$ cat config.mk
export PLATFORM = sky130hd
export DESIGN_NAME = adc_serial_channel_port
export DESIGN_NICKNAME = d
export VERILOG_FILES = /design/src/verilog/adc_port_pkg.sv /design/src/verilog/adc_serial_channel_port.sv /design/src/verilog/pin_sync.sv
export SDC_FILE = /design/constraint.sdc
export NUM_CORES = 1
export LEC_CHECK = 0
export ABC_AREA = 1
export BUFFER_PORTS_ARGS = -buffer_cell sky130_fd_sc_hd__buf_4
export CAP_MARGIN = 0
export CORE_MARGIN = 4
export CORE_UTILIZATION = 63
export CTS_CLUSTER_SIZE = 16
export DETAILED_ROUTE_END_ITERATION = 12
export PLACE_DENSITY = 0.85
export RECOVER_POWER = 50
export SLEW_MARGIN = 10
export SYNTH_ARGS = -nofsm -noshare
export SYNTH_HDL_FRONTEND = slang
export SYNTH_HIERARCHICAL = 1
export SYNTH_SLANG_ARGS = --single-unit
$ cat constraint.sdc
create_clock -name ref_clk -period 3.9 [get_ports ref_clk]
set_clock_uncertainty 0.1 [all_clocks]
set_input_delay 0.39 -clock ref_clk [delete_from_list [all_inputs] [get_ports ref_clk]]
set_output_delay 0.39 -clock ref_clk [all_outputs]
set_load 0.01 [all_outputs]
$ cat src/verilog/adc_port_pkg.sv
package adc_port_pkg;
    localparam int FRAME_BITS         = 16;
    localparam int CFG_BITS           = 12;
    localparam int RESULT_BITS        = 12;
    localparam int CHANNELS           = 16;
    // Configuration word layout, first bit on the line is bit 11.
    localparam int CFG_WRITE_BIT      = 11;
    localparam int CFG_LIST_EN_BIT    = 10;
    localparam int CFG_ADDR_MSB_BIT   = 9;
    localparam int CFG_ADDR_LSB_BIT   = 6;
    localparam int CFG_PATTERN_BIT    = 3;
    localparam int CFG_RANGE_BIT      = 1;
    localparam int CFG_CODING_BIT     = 0;
    // Falling-edge numbers inside a frame.
    localparam int ADDR_LAST_FALL     = 3;
    localparam int SAR_START_FALL     = 3;
    localparam int RESULT_FIRST_FALL  = 4;
    localparam int TRACK_RETURN_FALL  = 14;
    localparam int CFG_LAST_FALL      = 12;
    // Reset values, and the midscale trial start code.
    localparam logic [11:0] CFG_RESET  = 12'h000;
    localparam logic [15:0] LIST_RESET = 16'h0000;
    localparam logic [11:0] SAR_START  = 12'h800;
    localparam logic [3:0]  CHAN_RESET = 4'h0;

    typedef enum logic [1:0] {ST_IDLE, ST_FRAME, ST_DONE} port_state_type;
endpackage : adc_port_pkg

$ cat src/verilog/adc_serial_channel_port.sv
`timescale 1ns/100ps
module adc_serial_channel_port
    import adc_port_pkg::*;
(
    input  wire logic        ref_clk,
    input  wire logic        sys_rst,
    input  wire logic        cs_n,
    input  wire logic        sclk,
    input  wire logic        din,
    input  wire logic        comp_in,
    output      logic        dout,
    output      logic        dout_oe,
    output      logic [3:0]  mux_channel,
    output      logic        track_mode,
    output      logic [11:0] dac_code,
    output      logic        span_double
);
    logic [3:0] pins_s;
    logic       cs_n_s;
    logic       sclk_s;
    logic       din_s;
    logic       comp_s;

    // Chip select idles high, so its synchroniser resets to the idle level.
    pin_sync #(.WIDTH(4)) u_sync (
        .ref_clk   (ref_clk),
        .sys_rst   (sys_rst),
        .pin_in    ({cs_n, sclk, din, comp_in}),
        .rst_value (4'h8),
        .pin_out   (pins_s)
    );
    assign cs_n_s = pins_s[3];
    assign sclk_s = pins_s[2];
    assign din_s  = pins_s[1];
    assign comp_s = pins_s[0];

    port_state_type state_reg,   state_next;
    logic [4:0]     falls_reg,   falls_next;
    logic [15:0]    shift_reg,   shift_next;
    logic [11:0]    cfg_reg,     cfg_next;
    logic [15:0]    list_reg,    list_next;
    logic           pend_reg,    pend_next;
    logic           load_reg,    load_next;
    logic [3:0]     chan_reg,    chan_next;
    logic [11:0]    sar_reg,     sar_next;
    logic           dout_reg,    dout_next;
    logic           track_reg,   track_next;
    logic           cs_prev_reg;
    logic           sclk_prev_reg;
    logic           cs_fall;
    logic           fall;

    assign cs_fall = cs_prev_reg & ~cs_n_s;
    assign fall    = sclk_prev_reg & ~sclk_s;

    function automatic logic [3:0] pick_channel(input logic [11:0] cfg,
                                                input logic [3:0]  cur,
                                                input logic [15:0] list);
        logic [3:0] addr;
        logic [3:0] probe;
        logic       found;
        addr  = cfg[CFG_ADDR_MSB_BIT:CFG_ADDR_LSB_BIT];
        probe = cur;
        found = 1'b0;
        pick_channel = addr;
        if (cfg[CFG_LIST_EN_BIT] && cfg[CFG_PATTERN_BIT]) begin
            // Walk channels 0..addr in turn.
            pick_channel = (cur >= addr) ? 4'h0 : 4'(cur + 4'h1);
        end else if (cfg[CFG_LIST_EN_BIT]) begin
            // Next listed channel after the current one; an empty list falls back to addr.
            for (int i = 1; i <= CHANNELS; i++) begin
                probe = 4'(cur + 4'(i));
                if (!found && list[probe]) begin
                    pick_channel = probe;
                    found = 1'b1;
                end
            end
        end
    endfunction : pick_channel

    always_comb begin
        int          k;
        int          b;
        logic [15:0] word;
        k          = int'(falls_reg) + 1;
        b          = 15 - k;
        word       = {shift_reg[14:0], din_s};
        state_next = state_reg;
        falls_next = falls_reg;
        shift_next = shift_reg;
        cfg_next   = cfg_reg;
        list_next  = list_reg;
        pend_next  = pend_reg;
        load_next  = load_reg;
        chan_next  = chan_reg;
        sar_next   = sar_reg;
        dout_next  = dout_reg;
        track_next = track_reg;
        if (cs_n_s) begin
            // A frame cut short by chip select applies nothing.
            state_next = ST_IDLE;
            falls_next = 5'h00;
            track_next = 1'b1;
        end else if (cs_fall) begin
            state_next = ST_FRAME;
            falls_next = 5'h00;
            track_next = 1'b0;
            load_next  = pend_reg;
            pend_next  = 1'b0;
            chan_next  = pend_reg ? cfg_reg[CFG_ADDR_MSB_BIT:CFG_ADDR_LSB_BIT]
                                  : pick_channel(cfg_reg, chan_reg, list_reg);
            dout_next  = chan_next[3];
        end else if (state_reg == ST_FRAME && fall) begin
            falls_next = 5'(k);
            shift_next = word;
            if (k <= ADDR_LAST_FALL) begin
                dout_next = chan_reg[3-k];
            end
            if (k == SAR_START_FALL) begin
                sar_next = SAR_START;
            end
            // The sixteenth fall carries no result bit, so the last bit keeps standing.
            if (k >= RESULT_FIRST_FALL && k < FRAME_BITS) begin
                sar_next[b] = comp_s;
                if (b > 0) begin
                    sar_next[b-1] = 1'b1;
                end
                // Twos complement only flips the result's top bit.
                dout_next = comp_s ^ (cfg_reg[CFG_CODING_BIT] && k == RESULT_FIRST_FALL);
            end
            if (k == TRACK_RETURN_FALL) begin
                track_next = 1'b1;
            end
            if (k == FRAME_BITS) begin
                state_next = ST_DONE;
                if (load_reg) begin
                    list_next = word;
                end else if (word[15]) begin
                    // Bits 15..4 are the first twelve captured; the rest are dropped.
                    cfg_next  = word[15:FRAME_BITS-CFG_BITS];
                    pend_next = !word[FRAME_BITS-1-(CFG_BITS-1-CFG_LIST_EN_BIT)]
                                && word[FRAME_BITS-CFG_BITS+CFG_PATTERN_BIT];
                end
            end
        end
    end

    always_ff @(posedge ref_clk) begin
        if (sys_rst) begin
            state_reg     <= ST_IDLE;
            falls_reg     <= 5'h00;
            shift_reg     <= 16'h0000;
            cfg_reg       <= CFG_RESET;
            list_reg      <= LIST_RESET;
            pend_reg      <= 1'b0;
            load_reg      <= 1'b0;
            chan_reg      <= CHAN_RESET;
            sar_reg       <= 12'h000;
            dout_reg      <= 1'b0;
            track_reg     <= 1'b1;
            cs_prev_reg   <= 1'b1;
            sclk_prev_reg <= 1'b0;
        end else begin
            state_reg     <= state_next;
            falls_reg     <= falls_next;
            shift_reg     <= shift_next;
            cfg_reg       <= cfg_next;
            list_reg      <= list_next;
            pend_reg      <= pend_next;
            load_reg      <= load_next;
            chan_reg      <= chan_next;
            sar_reg       <= sar_next;
            dout_reg      <= dout_next;
            track_reg     <= track_next;
            cs_prev_reg   <= cs_n_s;
            sclk_prev_reg <= sclk_s;
        end
    end

    assign dout        = dout_reg;
    assign dout_oe     = ~cs_n_s;
    assign mux_channel = chan_reg;
    assign track_mode  = track_reg;
    assign dac_code    = sar_reg;
    assign span_double = cfg_reg[CFG_RANGE_BIT];
endmodule : adc_serial_channel_port

$ cat src/verilog/pin_sync.sv
`timescale 1ns/100ps
module pin_sync #(
    parameter int WIDTH = 1
) (
    input  wire logic             ref_clk,
    input  wire logic             sys_rst,
    input  wire logic [WIDTH-1:0] pin_in,
    input  wire logic [WIDTH-1:0] rst_value,
    output      logic [WIDTH-1:0] pin_out
);
    logic [WIDTH-1:0] stage1_reg;
    logic [WIDTH-1:0] stage2_reg;

    // Two flops only; the first stage feeds nothing but the second.
    always_ff @(posedge ref_clk) begin
        if (sys_rst) begin
            stage1_reg <= rst_value;
            stage2_reg <= rst_value;
        end else begin
            stage1_reg <= pin_in;
            stage2_reg <= stage1_reg;
        end
    end

    assign pin_out = stage2_reg;
endmodule : pin_sync

* Word-level counts from Yosys, hierarchy flattened *
Cells that the tools add are included.

cells by class
  add/subtract/negate cells = 19
  $lt $le $gt $ge = 26
  eq/ne operators = 7
  muxes and demuxes = 156
  bitwise gates (word level) = 8
  reduce and logical (&&, ||, !) cells = 55

operators by type and width
  kind                 number
  $mux 1               110
  $lt 4x5->1 const B   16
  $mux 4               20
  $mux 12              6
  $bmux 1 s4           16
  $add 4x4->4 const B  8
  $logic_and 1x1->1    22
  $add 4x3->4 const B  4
  $logic_not 1->1      16
  $bwmux 12            1
  $or 12x12->12        1
  $reduce_and 5->1     2
  $reduce_and 3->1     3
  $add 4x2->4 const B  2
  $demux 1 s4          2
  $ge 8x1->1 const B   1
  $lt 8x6->1 const B   1
  $reduce_and 2->1     4
  $reduce_bool 2->1    4
  $sub 7x2->8 const B  1
  $ge 7x1->1 const B   1
  $gt 7x1->1 const B   1
  $lt 7x4->1 const B   1
  $lt 7x6->1 const B   1
  23 further kinds     27

word-level totals
  register bits = 79
  bits of input ports = 6
  output and inout port bits = 20
  word-level logic and storage cells = 288

* Depth between registers and ports, before layout *
  depth in word-level cells = 113
  gate-level depth with buffers = 34
  depth with buffers taken out = 32

* Hierarchy *
The synthesis kept the hierarchy.

by module, submodules not included
  module                   instances  cells an instance  area each (um2)  seq. area each (um2)
  adc_serial_channel_port  1          860                5,287.6          1,361.3
  pin_sync                 1          29                 239.0            160.2

* Worst setup path after synthesis *
No wires, ideal clock.

  path kind = register to register
  start = reg chan_reg[1], in the netlist mux_channel[1]
  end = reg chan_reg[1], in the netlist mux_channel[1]
  setup time = 119 ps
  arrival time = 3,438 ps
  data required time = 3,681 ps
  path slack = 244 ps
  cell stages (with the launch flop) = 31
  path buffers = 2
  clock period less this slack = 3,656 ps
  path through = dfxtp_1 -> inv_1 -> buf_2 -> ha_1 -> inv_1 -> buf_2 -> nand3_1 -> nand3_1 -> nand2_1 -> nand2_1 -> nand2_2 -> nor2_8 -> nand3_4 -> nor2_4 -> nand2_2 -> nor2_4 -> nand2_2 -> nor2_2 -> nand2_2 -> nor2_4 -> nand2_1 -> nor2_4 -> nand2_2 -> nor2_2 -> nand2_1 -> inv_2 -> nand2_1 -> nand3_1 -> nor2_1 -> o21ai_1 -> a21oi_1

on the way
  word-level cells in the longest chain between the ends = 110
  elaborated cells between the ends (all ways) = 175
  those cells by class = 15 x add/sub; 1 x order compare; 1 x eq/ne; 127 x mux; 31 x reduce/logical

ends and longest elaborated chain
  element                            RTL line                                                      RTL
  start, declared                    adc_serial_channel_port.sv:44                                 logic [3:0] chan_reg, chan_next;
  start signal, assigned             adc_serial_channel_port.sv:171                                chan_reg <= chan_next;
  $add 4x1->4                        adc_serial_channel_port.sv:68, adc_serial_channel_port.sv:72
  $bmux 1 s4                         adc_serial_channel_port.sv:73                                 if (!found && list[probe]) begin
  $mux 1 (not written as such)       adc_serial_channel_port.sv:73
  $mux 1                             adc_serial_channel_port.sv:73
  $mux 1                             adc_serial_channel_port.sv:69                                 end else if (cfg[CFG_LIST_EN_BIT]) begin
  $mux 1                             adc_serial_channel_port.sv:66                                 if (cfg[CFG_LIST_EN_BIT] && cfg[CFG_PATTERN_BIT]) begin
  $mux 1                             adc_serial_channel_port.sv:104                                end else if (cs_fall) begin
  $mux 1                             adc_serial_channel_port.sv:99                                 if (cs_n_s) begin
  [... 94 more ...]                  n/a
  $mux 1                             adc_serial_channel_port.sv:69
  $mux 1                             adc_serial_channel_port.sv:66
  $mux 1                             adc_serial_channel_port.sv:104
  $mux 1                             adc_serial_channel_port.sv:99
  $logic_not 1->1                    adc_serial_channel_port.sv:73
  $logic_and 1x1->1                  adc_serial_channel_port.sv:73
  $ne 4x4->1 (no source line)        n/a
  $reduce_and 3->1 (no source line)  n/a

Parallel ways exist; a longest one is shown, timed or not. The select of a mux whose other input is x is not followed.
A chain may end at the register's enable or synchronous reset.

* Worst setup path after layout *
  start = reg chan_reg[1], in the netlist mux_channel[1]
  end = reg chan_reg[0], in the netlist mux_channel[0]

on the way
  word-level cells in the longest chain between the ends = 110
  elaborated cells between the ends (all ways) = 175
  those cells by class = 15 x add/sub; 1 x order compare; 1 x eq/ne; 127 x mux; 31 x reduce/logical

ends and longest elaborated chain
  element                            RTL line                        RTL
  $add 4x1->4                        adc_serial_channel_port.sv:72   probe = 4'(cur + 4'(i));
  $bmux 1 s4                         adc_serial_channel_port.sv:73
  $mux 1 (not written as such)       adc_serial_channel_port.sv:73
  $mux 1                             adc_serial_channel_port.sv:73
  $mux 1                             adc_serial_channel_port.sv:69
  $mux 1                             adc_serial_channel_port.sv:66
  $mux 1                             adc_serial_channel_port.sv:104
  $mux 1                             adc_serial_channel_port.sv:99
  [... 94 more ...]                  n/a
  $mux 1                             adc_serial_channel_port.sv:69
  $mux 1                             adc_serial_channel_port.sv:66
  $mux 1                             adc_serial_channel_port.sv:104
  $mux 1                             adc_serial_channel_port.sv:99
  $logic_not 1->1                    adc_serial_channel_port.sv:73
  $logic_and 1x1->1                  adc_serial_channel_port.sv:73
  $ne 4x4->1 (no source line)        n/a
  $reduce_and 3->1 (no source line)  n/a

Parallel ways exist; a longest one is shown, timed or not. The select of a mux whose other input is x is not followed.

==> qor.tcl <==
set qor(status) {complete, no violations}
set qor(place.detailed.hpwl_microns) 12300
set qor(cts-root-to-sink-buffers) 2
set qor(final_hold_viol_count) 0
set qor(synth.cell_area_sq_mm) 0.00553
set qor(initial_core_util) 0.659
set qor(grt_pass1_vias) 5818
set qor(length_of_the_first_detailed_routing_pass_in_iterations) 7
set qor(critical-path-slowest-cell) {sky130_fd_sc_hd__dfxtp_4}
set qor(post_synth_num_cell_types) 42
set qor(fmaxAchievable_ghz) 0.266
set qor(placement.cell_area_sq_mm) 0.00583
set qor(number_of_buffers_and_inverters_on_the_critical_path) 3
set qor(worst_slew_pin_slew_ns) 1.23
set qor(setup_tns_ns) 0
set qor(via_count) 6200
set qor(groute.usage.overall) 0.326
set qor(start_kind) {register}
set qor(power.combinational.fraction) 0.216
set qor(post-layout-total-power_mw) 1.91
set qor(layout.nets) 950
set qor(timing.final.max_slew_violations) 0
set qor(cts_num_sinks) 76
set qor(die_h_microns) 102
set qor(cp-end-kind) {register}
set qor(vias_per_cell) 6.01
set qor(ioPinCount) 26
set qor(cp.arrival_ns) 3.91
set qor(cp_num_cells) 27
set qor(clock_latency_on_the_worst_skew_pair_ns) 0.36
set qor(layout-area-overhead-vs-synth_pct) 10.6
set qor(most-common-layout-cells) {209 x sky130_fd_sc_hd__nand2_1, 112 x sky130_fd_sc_hd__inv_1, 90 x sky130_fd_sc_hd__nand3_1}
set qor(crit_required_ns) 4.05
set qor(synth_warnings) 6
set qor(power.share.switching) 0.321
set qor(drt_drc_violations_left) 0
set qor(critical-path-top-cell-by-count) {sky130_fd_sc_hd__nand2_1}
set qor(grt_pass1_wl_microns) 27000
set qor(overall_routed_net_length_microns) 16500
set qor(grt_overflow_total) 0
set qor(fin_hold_ws_ns) 0.117
set qor(die_area_sq_mm) 0.0103
set qor(cts_tree) {done}
set qor(clockPowerShare) 0.364
set qor(maxSlewHeadroom) 0.183
set qor(path_max_fanout) 11
set qor(tritoncts.num_buffers) 9
set qor(final.period_utilization) 0.964
set qor(drt-wirelength-per-cell_microns) 16.0
set qor(num_antenna_cells) 0
set qor(antenna_found_initial) 0
set qor(htree_levels) 3
set qor(grt_start_max_net_pins) 42
set qor(setup.worst_path.class) {register to register}
set qor(cap_violations) 0
set qor(clock_tree.root_cell) {sky130_fd_sc_hd__clkbuf_8}
set qor(crit_path_max_incr_delay_ns) 0.38
set qor(timing.reg2reg.worst_path_depth) 27
set qor(core_region_area_sq_mm) 0.00838
set qor(p_seq_frac) 0.420
set qor(postSynthAreaPerCell_sq_um) 6.22
set qor(mostFrequentLayoutCell) {sky130_fd_sc_hd__nand2_1}
set qor(route.antenna.remaining_nets) 0
set qor(largest_register_ffs) 16
set qor(port_buffers) 25
set qor(internal_power_mw) 1.29
set qor(layout_min_cycle_time_ns) 3.76
set qor(placement_rows) 33
set qor(worst_hold_path_stage_count) 3
set qor(post_route_cells_drive_above_1_share) 0.106
set qor(cpLargestDelayFamily) {simple AND/OR/NAND/NOR gates}
set qor(timing.final.setup_violations) 0
set qor(postSynthRegisterBits) 76
set qor(total_leakage_power_nw) 2.77
set qor(power_per_cell_area_mw_per_mm2) 312
set qor(die_width_microns) 102
set qor(gpl.final_weighted_congestion) 1.13
set qor(final_cell_area_sq_mm) 0.00611
set qor(final.fill_count) 711
set qor(netSwitchingPower_mw) 0.611
set qor(detailedRoute.firstIterationViolations) 596
set qor(share_of_the_yosys_chip_area_belonging_to_registers) 0.275
set qor(syn-instance-count) 889
set qor(max-vdd-ir-drop_uv) 199
set qor(tightest_hold_check_type) {input pin to register}
set qor(clk_transition_reported_paths_ns) 0.09
## worst paths after layout
path	start	to	slack (ns)
setup reg to reg	mux_channel[1]	mux_channel[0]	0.14
hold reg to reg	u_sync/stage1_reg[1]	u_sync/pin_out[1]	0.33
hold / removal	din	u_sync/stage1_reg[1]	0.12
setup / recovery	mux_channel[1]	mux_channel[0]	0.14
## repair_timing
| item | CTS | global route |
|---|---|---|
| buffers inserted | 0 | 5 |
| gates resized for setup | 0 | 18 |
| setup endpoints to repair | 0 | 5 |
| hold buffers | 0 | 0 |
## cells in the mapped netlist (all sizes together)
master | n | share of area
a311oi | 3 | 0.0048
o21ai | 84 | 0.079
o2111ai | 3 | 0.0048
inv | 124 | 0.085
nor3b | 1 | 0.0014
ha | 22 | 0.050
nor2 | 91 | 0.071
dfxtp | 76 | 0.28
nor4 | 3 | 0.0034
nand2 | 226 | 0.16
a21boi | 2 | 0.0027
nor3 | 15 | 0.014
or2 | 1 | 0.0011
o211ai | 5 | 0.0068
conb | 2 | 0.0014
xnor2 | 1 | 0.0029
clkinv | 2 | 0.0014
clkbuf | 16 | 0.011
buf | 12 | 0.017
a21oi | 67 | 0.061
o22ai | 3 | 0.0034
nand4 | 6 | 0.0068
a211oi | 11 | 0.015
xor2 | 6 | 0.013
nand3 | 97 | 0.095
a221oi | 2 | 0.0032
a31oi | 8 | 0.0091
## cell type report
| type | count | area [sq um] | share of cell area |
|---|---|---|---|
| clock buffer | 9 | 124 | 0.0203 |
| tap | 105 | 131 | 0.0215 |
| timing repair buffer | 48 | 339 | 0.0555 |
| sequential | 76 | 1530 | 0.250 |
| inverter | 126 | 478 | 0.0782 |
| multi-input combinational | 661 | 3410 | 0.557 |
| clock inverter | 7 | 105 | 0.0172 |
## per-stage QoR
stage | util | std cells | setup slack [ns]
4_1_cts | 0.723 | 1026 | 0.126
2_1_floorplan | - | 891 | 0.244
5_1_grt | 0.729 | 1032 | -0.110
3_5_place_dp | 0.696 | 1010 | 0.154
6_report | 0.729 | 1032 | 0.141
3_3_place_gp | 0.696 | 1010 | 0.351
## power by group through the flow
stage | clock [mW] | combinational [mW] | sequential (mW)
2_1_floorplan | 0 | 0.294 | 0.818
3_3_place_gp | 0 | 0.382 | 0.819
3_5_place_dp | 0 | 0.390 | 0.819
4_1_cts | 0.702 | 0.391 | 0.801
5_1_grt | 0.739 | 0.457 | 0.802
6_report | 0.694 | 0.411 | 0.801
## worst reg2reg max path: cells and delay by family, from the launching register on
| family | cells | cell delay (ns) |
|---|---|---|
| adder cells (fa/ha/maj) | 1 | 0.32 |
| AND/OR/NAND/NOR | 21 | 2.27 |
| flip-flops | 1 | 0.38 |
| AO/OA/AOI/OAI | 2 | 0.28 |
| buffers and inverters | 3 | 0.31 |
## kinds of logic (layout without fill, tap and decap cells)
kind of cell / after synthesis / in the layout / synth area share
other cells: 2 / 4 / 0.00136
fa+ha+maj: 22 / 22 / 0.0498
xor+xnor: 7 / 7 / 0.0158
compound gates: 188 / 188 / 0.190
flops: 76 / 76 / 0.275
simple gates: 440 / 440 / 0.354
buf+inv: 154 / 190 / 0.114
## per-layer routing
metal / routed length, microns / track usage / vias up
li1: - / - / 2972
met1: 6310 / 0.393 / 2754
met2: 7730 / 0.544 / 379
met3: 1540 / 0.0551 / 95
met4: 960 / 0.191 / 0
met5: 0 / 0 / -
No activity file was read; power rests on OpenSTA's default activity.
